<file path="src/link_cfg_pkg.sv">
/*
  Shared constants for the serial link configuration block: register
  offsets, field positions, reset values, lane-rate limits and timing.
  Assumes a 200 MHz ref_clk and an 8-bit register port with 12-bit offsets.
*/
package link_cfg_pkg;
  // register offsets
  localparam logic [11:0] DECIMATION_ADDR = 12'h201;
  localparam logic [11:0] RATE_CTRL_ADDR = 12'h56E;
  localparam logic [11:0] PLL_STAT_ADDR  = 12'h56F;
  localparam logic [11:0] QUICK_ADDR     = 12'h570;
  localparam logic [11:0] LINK_CTRL_ADDR = 12'h571;
  localparam logic [11:0] KMF_ADDR       = 12'h572;
  // reset values
  localparam logic [7:0]  DECIMATION_RST = 8'h01;
  localparam logic [7:0]  RATE_CTRL_RST  = 8'h00;
  localparam logic [7:0]  QUICK_RST      = 8'h88;
  localparam logic [7:0]  LINK_CTRL_RST  = 8'h00;
  localparam logic [7:0]  KMF_RST        = 8'h20;
  // field positions
  localparam int          LOW_RATE_BIT   = 4;
  localparam int          PLL_LOCK_BIT   = 7;
  localparam int          PWDN_BIT       = 0;
  localparam int          WORD8_BIT      = 1;
  localparam int          ST_VALID_BIT   = 0;
  localparam int          ST_RANGE_BIT   = 1;
  localparam int          ST_LOWREQ_BIT  = 2;
  localparam int          ST_KOK_BIT     = 3;
  // lane rate limits in Mbps and line code ratio
  localparam logic [31:0] RATE_MIN_MBPS  = 32'd3125;
  localparam logic [31:0] RATE_LOW_MBPS  = 32'd6250;
  localparam logic [31:0] RATE_MAX_MBPS  = 32'd12500;
  localparam logic [31:0] CODE_NUM       = 32'd10;
  localparam logic [31:0] CODE_DEN       = 32'd8;
  // multiframe limits
  localparam logic [7:0]  K_MAX          = 8'h20;
  localparam logic [7:0]  K_MIN_F1       = 8'h14;
  localparam logic [7:0]  K_MIN_F2       = 8'h0C;
  localparam logic [7:0]  K_MIN_F4       = 8'h08;
  localparam logic [7:0]  K_MIN_F8       = 8'h04;
  // timing
  localparam int          CLK_MHZ        = 200;
  localparam int          PLL_LOCK_NS    = 1000;
  localparam int          PLL_LOCK_CYC   = PLL_LOCK_NS * CLK_MHZ / 1000;
  localparam int          WORD_BITS      = 16;

  typedef enum logic [1:0] {ST_DOWN, ST_LOCKING, ST_UP} link_state_t;
endpackage : link_cfg_pkg

</file>
<file path="src/serial_link_config.sv">
/*
  Transmit link configuration: register file, quick-setup decode, lane
  rate check, serializer lock model and a bit-serial lane output.
  Assumes a synchronous register port and samples synchronous to ref_clk.
*/
// How it works
// - one link owns all four lanes
// - quick code sets lanes, converters, octets together
// - M counts virtual converters with downconverters
// - lane rate equals M*N'*10/8*fout/L
// - fout is converter clock over decimation
// - 16-bit one/two converter code table
// - 16-bit four/eight converter code table
// - 8-bit one converter code table
// - 8-bit two converter code table
// - K multiple of 4, F-dependent minimum, max 32
// - serializer lock shown at status bit 7
`timescale 1ns/100ps
module serial_link_config
  import link_cfg_pkg::*;
#(
  parameter int LANES = 4
) (
  input  wire logic        ref_clk,
  input  wire logic        rst,
  input  wire logic [11:0] reg_addr,
  input  wire logic        reg_wr,
  input  wire logic [7:0]  reg_wdata,
  input  wire logic        reg_rd,
  output logic      [7:0]  reg_rdata,
  input  wire logic [11:0] adc_clk_mhz,
  input  wire logic        sample_valid,
  output logic             sample_ready,
  input  wire logic [15:0] sample_data,
  output logic             serial_lane_out_0,
  output logic             serial_lane_out_1,
  output logic             serial_lane_out_2,
  output logic             serial_lane_out_3,
  output logic             pll_locked
);
  import link_cfg_pkg::*;

  logic [7:0]  decimation_factor_select_reg, lane_rate_control_reg, link_quick_setup_reg;
  logic [7:0]  link_ctrl_reg, kmf_reg;
  logic [7:0]  act_code_reg, act_decim_reg, act_kmf_reg, act_rate_reg;
  logic        act_word8_reg;
  link_state_t state_reg, state_next;
  logic [15:0] lock_cnt_reg;
  logic [15:0] shift_reg;
  logic [3:0]  bit_cnt_reg;
  logic [7:0]  rdata_next;
  logic [LANES-1:0] lane_active;
  logic [17:0] cfg;

  // {valid, L[2:0], M[3:0], F[4:0], S[3:0], HD}
  function automatic logic [17:0] decode(input logic w8, input logic [7:0] c);
    logic [17:0] r;
    r = '0;
    if (!w8) begin
      case (c)
        8'h01: r = {1'b1, 3'd1, 4'd1, 5'd2,  4'd1, 1'b0};
        8'h40: r = {1'b1, 3'd2, 4'd1, 5'd1,  4'd1, 1'b1};
        8'h41: r = {1'b1, 3'd2, 4'd1, 5'd2,  4'd2, 1'b0};
        8'h80: r = {1'b1, 3'd4, 4'd1, 5'd1,  4'd2, 1'b1};
        8'h81: r = {1'b1, 3'd4, 4'd1, 5'd2,  4'd4, 1'b0};
        8'h0A: r = {1'b1, 3'd1, 4'd2, 5'd4,  4'd1, 1'b0};
        8'h49: r = {1'b1, 3'd2, 4'd2, 5'd2,  4'd1, 1'b0};
        8'h88: r = {1'b1, 3'd4, 4'd2, 5'd1,  4'd1, 1'b1};
        8'h89: r = {1'b1, 3'd4, 4'd2, 5'd2,  4'd2, 1'b0};
        8'h13: r = {1'b1, 3'd1, 4'd4, 5'd8,  4'd1, 1'b0};
        8'h52: r = {1'b1, 3'd2, 4'd4, 5'd4,  4'd1, 1'b0};
        8'h91: r = {1'b1, 3'd4, 4'd4, 5'd2,  4'd1, 1'b0};
        8'h1C: r = {1'b1, 3'd1, 4'd8, 5'd16, 4'd1, 1'b0};
        8'h5B: r = {1'b1, 3'd2, 4'd8, 5'd8,  4'd1, 1'b0};
        8'h9A: r = {1'b1, 3'd4, 4'd8, 5'd4,  4'd1, 1'b0};
        default: r = '0;
      endcase
    end else begin
      case (c)
        8'h00: r = {1'b1, 3'd1, 4'd1, 5'd1, 4'd1, 1'b0};
        8'h01: r = {1'b1, 3'd1, 4'd1, 5'd2, 4'd2, 1'b0};
        8'h40: r = {1'b1, 3'd2, 4'd1, 5'd1, 4'd2, 1'b0};
        8'h41: r = {1'b1, 3'd2, 4'd1, 5'd2, 4'd4, 1'b0};
        8'h42: r = {1'b1, 3'd2, 4'd1, 5'd4, 4'd8, 1'b0};
        8'h80: r = {1'b1, 3'd4, 4'd1, 5'd1, 4'd4, 1'b0};
        8'h81: r = {1'b1, 3'd4, 4'd1, 5'd2, 4'd8, 1'b0};
        8'h09: r = {1'b1, 3'd1, 4'd2, 5'd2, 4'd1, 1'b0};
        8'h48: r = {1'b1, 3'd2, 4'd2, 5'd1, 4'd1, 1'b0};
        8'h49: r = {1'b1, 3'd2, 4'd2, 5'd2, 4'd2, 1'b0};
        8'h88: r = {1'b1, 3'd4, 4'd2, 5'd1, 4'd2, 1'b0};
        8'h89: r = {1'b1, 3'd4, 4'd2, 5'd2, 4'd4, 1'b0};
        8'h8A: r = {1'b1, 3'd4, 4'd2, 5'd4, 4'd8, 1'b0};
        default: r = '0;
      endcase
    end
    return r;
  endfunction : decode

  // decoded active parameter set, M counts virtual converters
  wire        cfg_valid = cfg[17];
  wire [2:0]  lanes_l   = cfg[16:14];
  wire [3:0]  conv_m    = cfg[13:10];
  wire [4:0]  octets_f  = cfg[9:5];
  assign cfg = decode(act_word8_reg, act_code_reg);

  // lane rate compared without division: M*N'*10*fadc vs limit*8*L*decim
  // a zero ratio would zero the limits, so it is taken as one
  wire [7:0]  decim_ratio = (act_decim_reg == 8'h00) ? 8'h01 : act_decim_reg;
  wire [31:0] nprime    = act_word8_reg ? 32'd8 : 32'd16;
  wire [31:0] rate_num  = 32'(conv_m) * nprime * CODE_NUM * 32'(adc_clk_mhz);
  wire [31:0] rate_den  = CODE_DEN * 32'(lanes_l) * 32'(decim_ratio);
  wire        rate_ok   = rate_num >= RATE_MIN_MBPS * rate_den &&
                          rate_num <= RATE_MAX_MBPS * rate_den;
  wire        low_req   = rate_num < RATE_LOW_MBPS * rate_den;
  // rate control bit must agree with the computed rate to lock
  wire        rate_match = act_rate_reg[LOW_RATE_BIT] == low_req;

  // multiframe length check against F
  wire [7:0]  k_min = (octets_f == 5'd1) ? K_MIN_F1 :
                      (octets_f == 5'd2) ? K_MIN_F2 :
                      (octets_f == 5'd4) ? K_MIN_F4 : K_MIN_F8;
  wire        k_ok  = act_kmf_reg[1:0] == 2'b00 && act_kmf_reg <= K_MAX &&
                      act_kmf_reg >= k_min;
  wire        link_good = cfg_valid && rate_ok && rate_match && k_ok;
  wire        pwdn      = link_ctrl_reg[PWDN_BIT];
  wire        lock_done = lock_cnt_reg == 16'(PLL_LOCK_CYC);

  // register writes; the powered-down bit is the only live control
  always_ff @(posedge ref_clk) begin
    if (rst) begin
      decimation_factor_select_reg <= DECIMATION_RST;
      lane_rate_control_reg        <= RATE_CTRL_RST;
      link_quick_setup_reg         <= QUICK_RST;
      link_ctrl_reg                <= LINK_CTRL_RST;
      kmf_reg                      <= KMF_RST;
    end else if (reg_wr) begin
      if (reg_addr == DECIMATION_ADDR) decimation_factor_select_reg <= reg_wdata;
      if (reg_addr == RATE_CTRL_ADDR)  lane_rate_control_reg        <= reg_wdata;
      if (reg_addr == QUICK_ADDR)      link_quick_setup_reg         <= reg_wdata;
      if (reg_addr == LINK_CTRL_ADDR)  link_ctrl_reg                <= reg_wdata;
      if (reg_addr == KMF_ADDR)        kmf_reg                      <= reg_wdata;
    end
  end

  // read mux; unmapped offsets read zero
  always_comb begin
    rdata_next = 8'h00;
    case (reg_addr)
      DECIMATION_ADDR: rdata_next = decimation_factor_select_reg;
      RATE_CTRL_ADDR:  rdata_next = lane_rate_control_reg;
      PLL_STAT_ADDR: begin
        rdata_next[PLL_LOCK_BIT]  = pll_locked;
        rdata_next[ST_VALID_BIT]  = cfg_valid;
        rdata_next[ST_RANGE_BIT]  = rate_ok;
        rdata_next[ST_LOWREQ_BIT] = low_req;
        rdata_next[ST_KOK_BIT]    = k_ok;
      end
      QUICK_ADDR:     rdata_next = link_quick_setup_reg;
      LINK_CTRL_ADDR: rdata_next = link_ctrl_reg;
      KMF_ADDR:       rdata_next = kmf_reg;
      default:        rdata_next = 8'h00;
    endcase
  end

  always_ff @(posedge ref_clk) begin
    if (rst)         reg_rdata <= 8'h00;
    else if (reg_rd) reg_rdata <= rdata_next;
  end

  // link state: down, waiting for serializer lock, up
  always_comb begin
    state_next = state_reg;
    case (state_reg)
      ST_DOWN:    if (!pwdn) state_next = ST_LOCKING;
      ST_LOCKING: begin
        if (pwdn)                        state_next = ST_DOWN;
        else if (lock_done && link_good) state_next = ST_UP;
      end
      ST_UP:      if (pwdn) state_next = ST_DOWN;
      default:    state_next = ST_DOWN;
    endcase
  end

  // shadow config loads only on leaving power-down
  always_ff @(posedge ref_clk) begin
    if (rst) begin
      state_reg     <= ST_DOWN;
      act_code_reg  <= QUICK_RST;
      act_decim_reg <= DECIMATION_RST;
      act_kmf_reg   <= KMF_RST;
      act_rate_reg  <= RATE_CTRL_RST;
      act_word8_reg <= LINK_CTRL_RST[WORD8_BIT];
    end else begin
      state_reg <= state_next;
      if (state_reg == ST_DOWN && !pwdn) begin
        act_code_reg  <= link_quick_setup_reg;
        act_decim_reg <= decimation_factor_select_reg;
        act_kmf_reg   <= kmf_reg;
        act_rate_reg  <= lane_rate_control_reg;
        act_word8_reg <= link_ctrl_reg[WORD8_BIT];
      end
    end
  end

  // lock settle time; holds at the end if the setup cannot lock
  always_ff @(posedge ref_clk) begin
    if (rst || state_reg != ST_LOCKING) lock_cnt_reg <= 16'h0000;
    else if (!lock_done)                lock_cnt_reg <= lock_cnt_reg + 16'h0001;
  end

  assign pll_locked = state_reg == ST_UP;

  // sample path: fifo drained one word per 16 bit times while up
  wire        drain_ready = pll_locked && bit_cnt_reg == 4'h0;
  wire        fifo_valid;
  wire [15:0] fifo_data;

  sample_fifo #(.WIDTH(16), .DEPTH(8)) sample_fifo_i (
    .ref_clk   (ref_clk),
    .rst       (rst),
    .in_valid  (sample_valid),
    .in_ready  (sample_ready),
    .in_data   (sample_data),
    .out_valid (fifo_valid),
    .out_ready (drain_ready),
    .out_data  (fifo_data)
  );

  // idle word is zero when the fifo runs dry
  always_ff @(posedge ref_clk) begin
    if (rst || !pll_locked) begin
      shift_reg   <= 16'h0000;
      bit_cnt_reg <= 4'h0;
    end else begin
      bit_cnt_reg <= bit_cnt_reg + 4'h1;
      if (drain_ready) shift_reg <= fifo_valid ? fifo_data : 16'h0000;
      else             shift_reg <= {shift_reg[14:0], 1'b0};
    end
  end

  // all lanes belong to the one link; the first L carry data
  for (genvar i = 0; i < LANES; i++) begin : g_lane
    assign lane_active[i] = pll_locked && (i < int'(lanes_l));
  end
  assign serial_lane_out_0 = lane_active[0] & shift_reg[15];
  assign serial_lane_out_1 = lane_active[1] & shift_reg[15];
  assign serial_lane_out_2 = lane_active[2] & shift_reg[15];
  assign serial_lane_out_3 = lane_active[3] & shift_reg[15];
endmodule : serial_link_config

</file>
<file path="src/sample_fifo.sv">
/*
  Small synchronous FIFO holding samples ahead of the lane serializer.
  Assumes one clock, synchronous active-high reset.
*/
`timescale 1ns/100ps
module sample_fifo #(
  parameter int WIDTH = 16,
  parameter int DEPTH = 8
) (
  input  wire logic             ref_clk,
  input  wire logic             rst,
  input  wire logic             in_valid,
  output logic                  in_ready,
  input  wire logic [WIDTH-1:0] in_data,
  output logic                  out_valid,
  input  wire logic             out_ready,
  output logic      [WIDTH-1:0] out_data
);
  localparam int AW = $clog2(DEPTH);

  logic [WIDTH-1:0] mem [DEPTH];
  logic [AW:0]      wr_ptr_reg;
  logic [AW:0]      rd_ptr_reg;
  wire              push;
  wire              pop;

  // extra pointer bit tells full from empty
  assign in_ready  = (wr_ptr_reg ^ rd_ptr_reg) != {1'b1, {AW{1'b0}}};
  assign out_valid = wr_ptr_reg != rd_ptr_reg;
  assign push      = in_valid && in_ready;
  assign pop       = out_valid && out_ready;
  assign out_data  = mem[rd_ptr_reg[AW-1:0]];

  // storage
  always_ff @(posedge ref_clk) begin
    if (push) mem[wr_ptr_reg[AW-1:0]] <= in_data;
  end

  // pointers
  always_ff @(posedge ref_clk) begin
    if (rst) begin
      wr_ptr_reg <= '0;
      rd_ptr_reg <= '0;
    end else begin
      if (push) wr_ptr_reg <= wr_ptr_reg + 1'b1;
      if (pop)  rd_ptr_reg <= rd_ptr_reg + 1'b1;
    end
  end
endmodule : sample_fifo

</file>
<file path="config.mk">
export PLATFORM = sky130hd
export DESIGN_NAME = serial_link_config
export DESIGN_NICKNAME = d
export VERILOG_FILES = /design/src/link_cfg_pkg.sv /design/src/serial_link_config.sv /design/src/sample_fifo.sv
export SDC_FILE = /design/constraint.sdc
export NUM_CORES = 1
export LEC_CHECK = 0
export BUFFER_PORTS_ARGS = -buffer_cell sky130_fd_sc_hd__buf_2
export CORE_MARGIN = 10
export CORE_UTILIZATION = 40
export CTS_CLUSTER_SIZE = 40
export DETAILED_ROUTE_END_ITERATION = 12
export PLACE_DENSITY = 0.57
export SYNTH_ARGS = -nofsm -noshare
export SYNTH_HDL_FRONTEND = slang
export SYNTH_SLANG_ARGS = --single-unit
</file>
<file path="constraint.sdc">
create_clock -name ref_clk -period 15.3 [get_ports ref_clk]
set_clock_uncertainty 0.2 [all_clocks]
set_input_delay 2.295 -clock ref_clk [delete_from_list [all_inputs] [get_ports ref_clk]]
set_output_delay 2.295 -clock ref_clk [all_outputs]
set_load 0.005 [all_outputs]
</file>
==> impl_metrics.py <==
metrics = {
    "sta": {
        "slew_viol_final": 0,
        "period_minus_slack_ps": 11130,
        "setup_viol": 0,
        "hold_viol": 0,
        "whs_ps": 235,
        "rsz0062_at_grt": "false",
        "fmaxAchievable_ghz": 0.0899,
        "finalSetupTns_ps": 0,
        "slew_headroom_pct": 27.0,
        "tightestPinTransition_ps": 1090,
        "finalCritPeriodShare_pct": 72.7,
    },
    "synthesis": {
        "synth-seq-cells": 251,
        "yosys_warnings": 0,
        "synth.most_common_cell": "nand2_1",
        "synth.top_cells.by_count": "nand2_1, ha_1, inv_1",
        "syn_area_um2": 18400,
        "synth_top_area_share_pct": 20.9,
        "avgSynthCellArea_um2": 9.91,
        "synth_edf_count": 128,
        "synthCells": 1857,
        "ys_types": 92,
        "synth_flop_cell": "edfxtp_1",
        "synth_async_sr_flop_share_pct": 0,
        "synth_top_area_cell": "edfxtp_1",
        "synth_area_leaders": "edfxtp_1, ha_1, dfxtp_1",
        "ys_seq_area_share_pct": 34.3,
    },
    "worst_setup_path": {
        "reg2reg_from": "act_code_reg[3]$_SDFFE_PP1P_",
        "critPathSlowestCell": "nor4_2",
        "critical_path.top_delay_family": "adder cells",
        "max_stage_delay_ps": 760,
        "cp.arrival_ps": 11350,
        "path_max_fanout": 13,
        "start_kind": "flip-flop",
        "cp.required_ps": 15530,
        "timing_worst_setup_path_type": "flip-flop to flip-flop",
        "worstSetupEndpointType": "flip-flop",
        "cp_num_buf_inv": 4,
        "critPathLaunch": "act_code_reg[3]$_SDFFE_PP1P_",
    },
    "clock_tree": {
        "cts-root-buf": "clkbuf_16",
        "cts_sinks": 251,
        "clock_path_buffers": 3,
        "clk_pin_slew_ps": 70,
        "cts_resized": 0,
        "cts_hold_buffers": 0,
        "h-tree-depth": 1,
        "cts_setup_buffers": 0,
        "clk_latency_ps": 540,
        "cts_tree": "built",
        "cts_buffers": 25,
    },
    "floorplan": {
        "fp.dieH_um": 235,
        "row_count": 78,
        "start_util_pct": 40.5,
        "die_area_um2": 55000,
        "ioPinCount": 67,
        "fp.dieW_um": 235,
        "core-area_um2": 45500,
    },
    "job": {
        "cap_violations": 0,
    },
    "run_status": {
        "status": "finished, final reports clean",
    },
    "final_layout": {
        "drive_above_1_share_pct": 10.1,
        "largest_reg_flops": 128,
        "syn_to_final_growth_pct": 10.1,
        "nets": 2272,
    },
    "global_route": {
        "grt_max_degree": 88,
        "grt_pass1_wl_mm": 71.2,
        "grt-ovfl-total": 0,
        "grt_pass1_vias": 13600,
        "antenna_found_initial": 10,
        "grt_usage_pct": 15.8,
    },
    "worst_hold_path": {
        "worstHoldPathType": "flip-flop to flip-flop",
        "worstHoldStart": "shift_reg[8]$_SDFF_PP0_",
    },
    "power_and_ir_drop": {
        "pwr_density_cell_nw_per_um2": 92.2,
        "p_total_w": 0.00187,
        "p_leak_nw": 8.56,
        "ir_drop_v": 0.000113,
    },
    "placed_design": {
        "gp_congestion": 0.864,
        "io_buffer_count": 66,
        "hpwlAfterDp_mm": 33.1,
    },
    "detailed_routing": {
        "postRouteAntennaNets": 0,
        "vias": 13500,
        "firstDrtPassIters": 6,
        "wire_per_inst_um": 17.2,
        "totalWireLength_mm": 43.4,
        "drc": 0,
        "drt_iter0_drc": 805,
        "routed_via_density": 5.33,
    },
}
-- worst register-to-register path, delay by kind of cell (launching register included) --
family | cells | cell delay (ps)
xor gates and xnor gates | 2 | 450
buffers and inverters | 4 | 200
and+or+nand+nor | 14 | 2750
DFF | 1 | 570
adders and majority gates | 11 | 4240
AOI/OAI and AO/OA | 12 | 2620
-- routing by layer --
layer | vias to the layer above | part of all wire, % | GRT usage [%]
li1 | 6590 | - | -
met1 | 6607 | 44 | 19.9
met2 | 229 | 50 | 28.0
met3 | 52 | 4.2 | 2.26
met4 | 10 | 1.9 | 3.79
met5 | - | 0.12 | 0
-- area by class of cell --
class	instances	area, um^2
repair buffers	84	465
diodes	2	5.00
clock inverters	15	184
fillers	4378	25200
inverters	192	721
well taps	600	751
multi-input cells	1354	11200
clock buffers	31	658
flip-flops and latches	251	6310
-- logic make-up (layout without fill, tap and decap cells) --
family	Yosys count	after routing	synth area share, %
simple gates	575	575	14.6
compound gates	332	332	11.9
fa+ha+maj	312	312	25.3
buf+inv	262	322	5.45
flops	251	251	34.3
xor+xnor	68	68	3.28
mux	55	55	5.24
other cells	2	14	0.0408
-- cell usage in the layout, fill, tap and decap left out, types with 12 or more instances in the layout --
cell type  Yosys  layout
a211oi_1      14      14
a21o_1        22      22
a21oi_1      131     131
and2_1        47      47
and3_1        14      14
buf_2          1      66
buf_4          0      18
clkbuf_16      0      25
conb_1         2      12
dfxtp_1      123     122
edfxtp_1     128     128
fa_1         100     100
ha_1         211     211
inv_1        192     192
mux2i_1       21      21
mux4_2        32      32
nand2_1      262     262
nand2b_1      16      16
nand3_1       50      50
nand4_1       18      18
nor2_1        89      89
nor3_1        21      16
o21ai_0       53      53
xnor2_1       28      28
xor2_1        39      39
-- per-stage QoR --
| stage | std cells | instance area [um^2] | util, % | setup slack (ps) |
|---|---|---|---|---|
| finish | 2529 | 20300 | 44.6 | 4170 |
| CTS | 2527 | 20300 | 44.5 | 4200 |
| global route | 2528 | 20300 | 44.6 | 3390 |
| global placement | 2481 | 19400 | 42.7 | 4460 |
| floorplan | 1867 | 18400 | - | 5440 |
| detailed placement | 2481 | 19400 | 42.7 | 4270 |
-- power breakdown --
group,switching (W),total (W),internal [W]
clock,0.000256,0.000630,0.000375
combinational,0.000307,0.000517,0.000209
sequential,0.00000495,0.000722,0.000717
total,0.000568,0.00187,0.00130
-- worst paths after layout --
path,depth (start not counted),end,slack [ps]
min,2,shift_reg[9]$_SDFF_PP0_,240
min reg2reg,2,shift_reg[9]$_SDFF_PP0_,240
max,43,reg_rdata[1]$_SDFFE_PP0P_,4170
max reg2reg,43,reg_rdata[1]$_SDFFE_PP0P_,4170
Note: power is estimated with default switching activity, not from simulation.
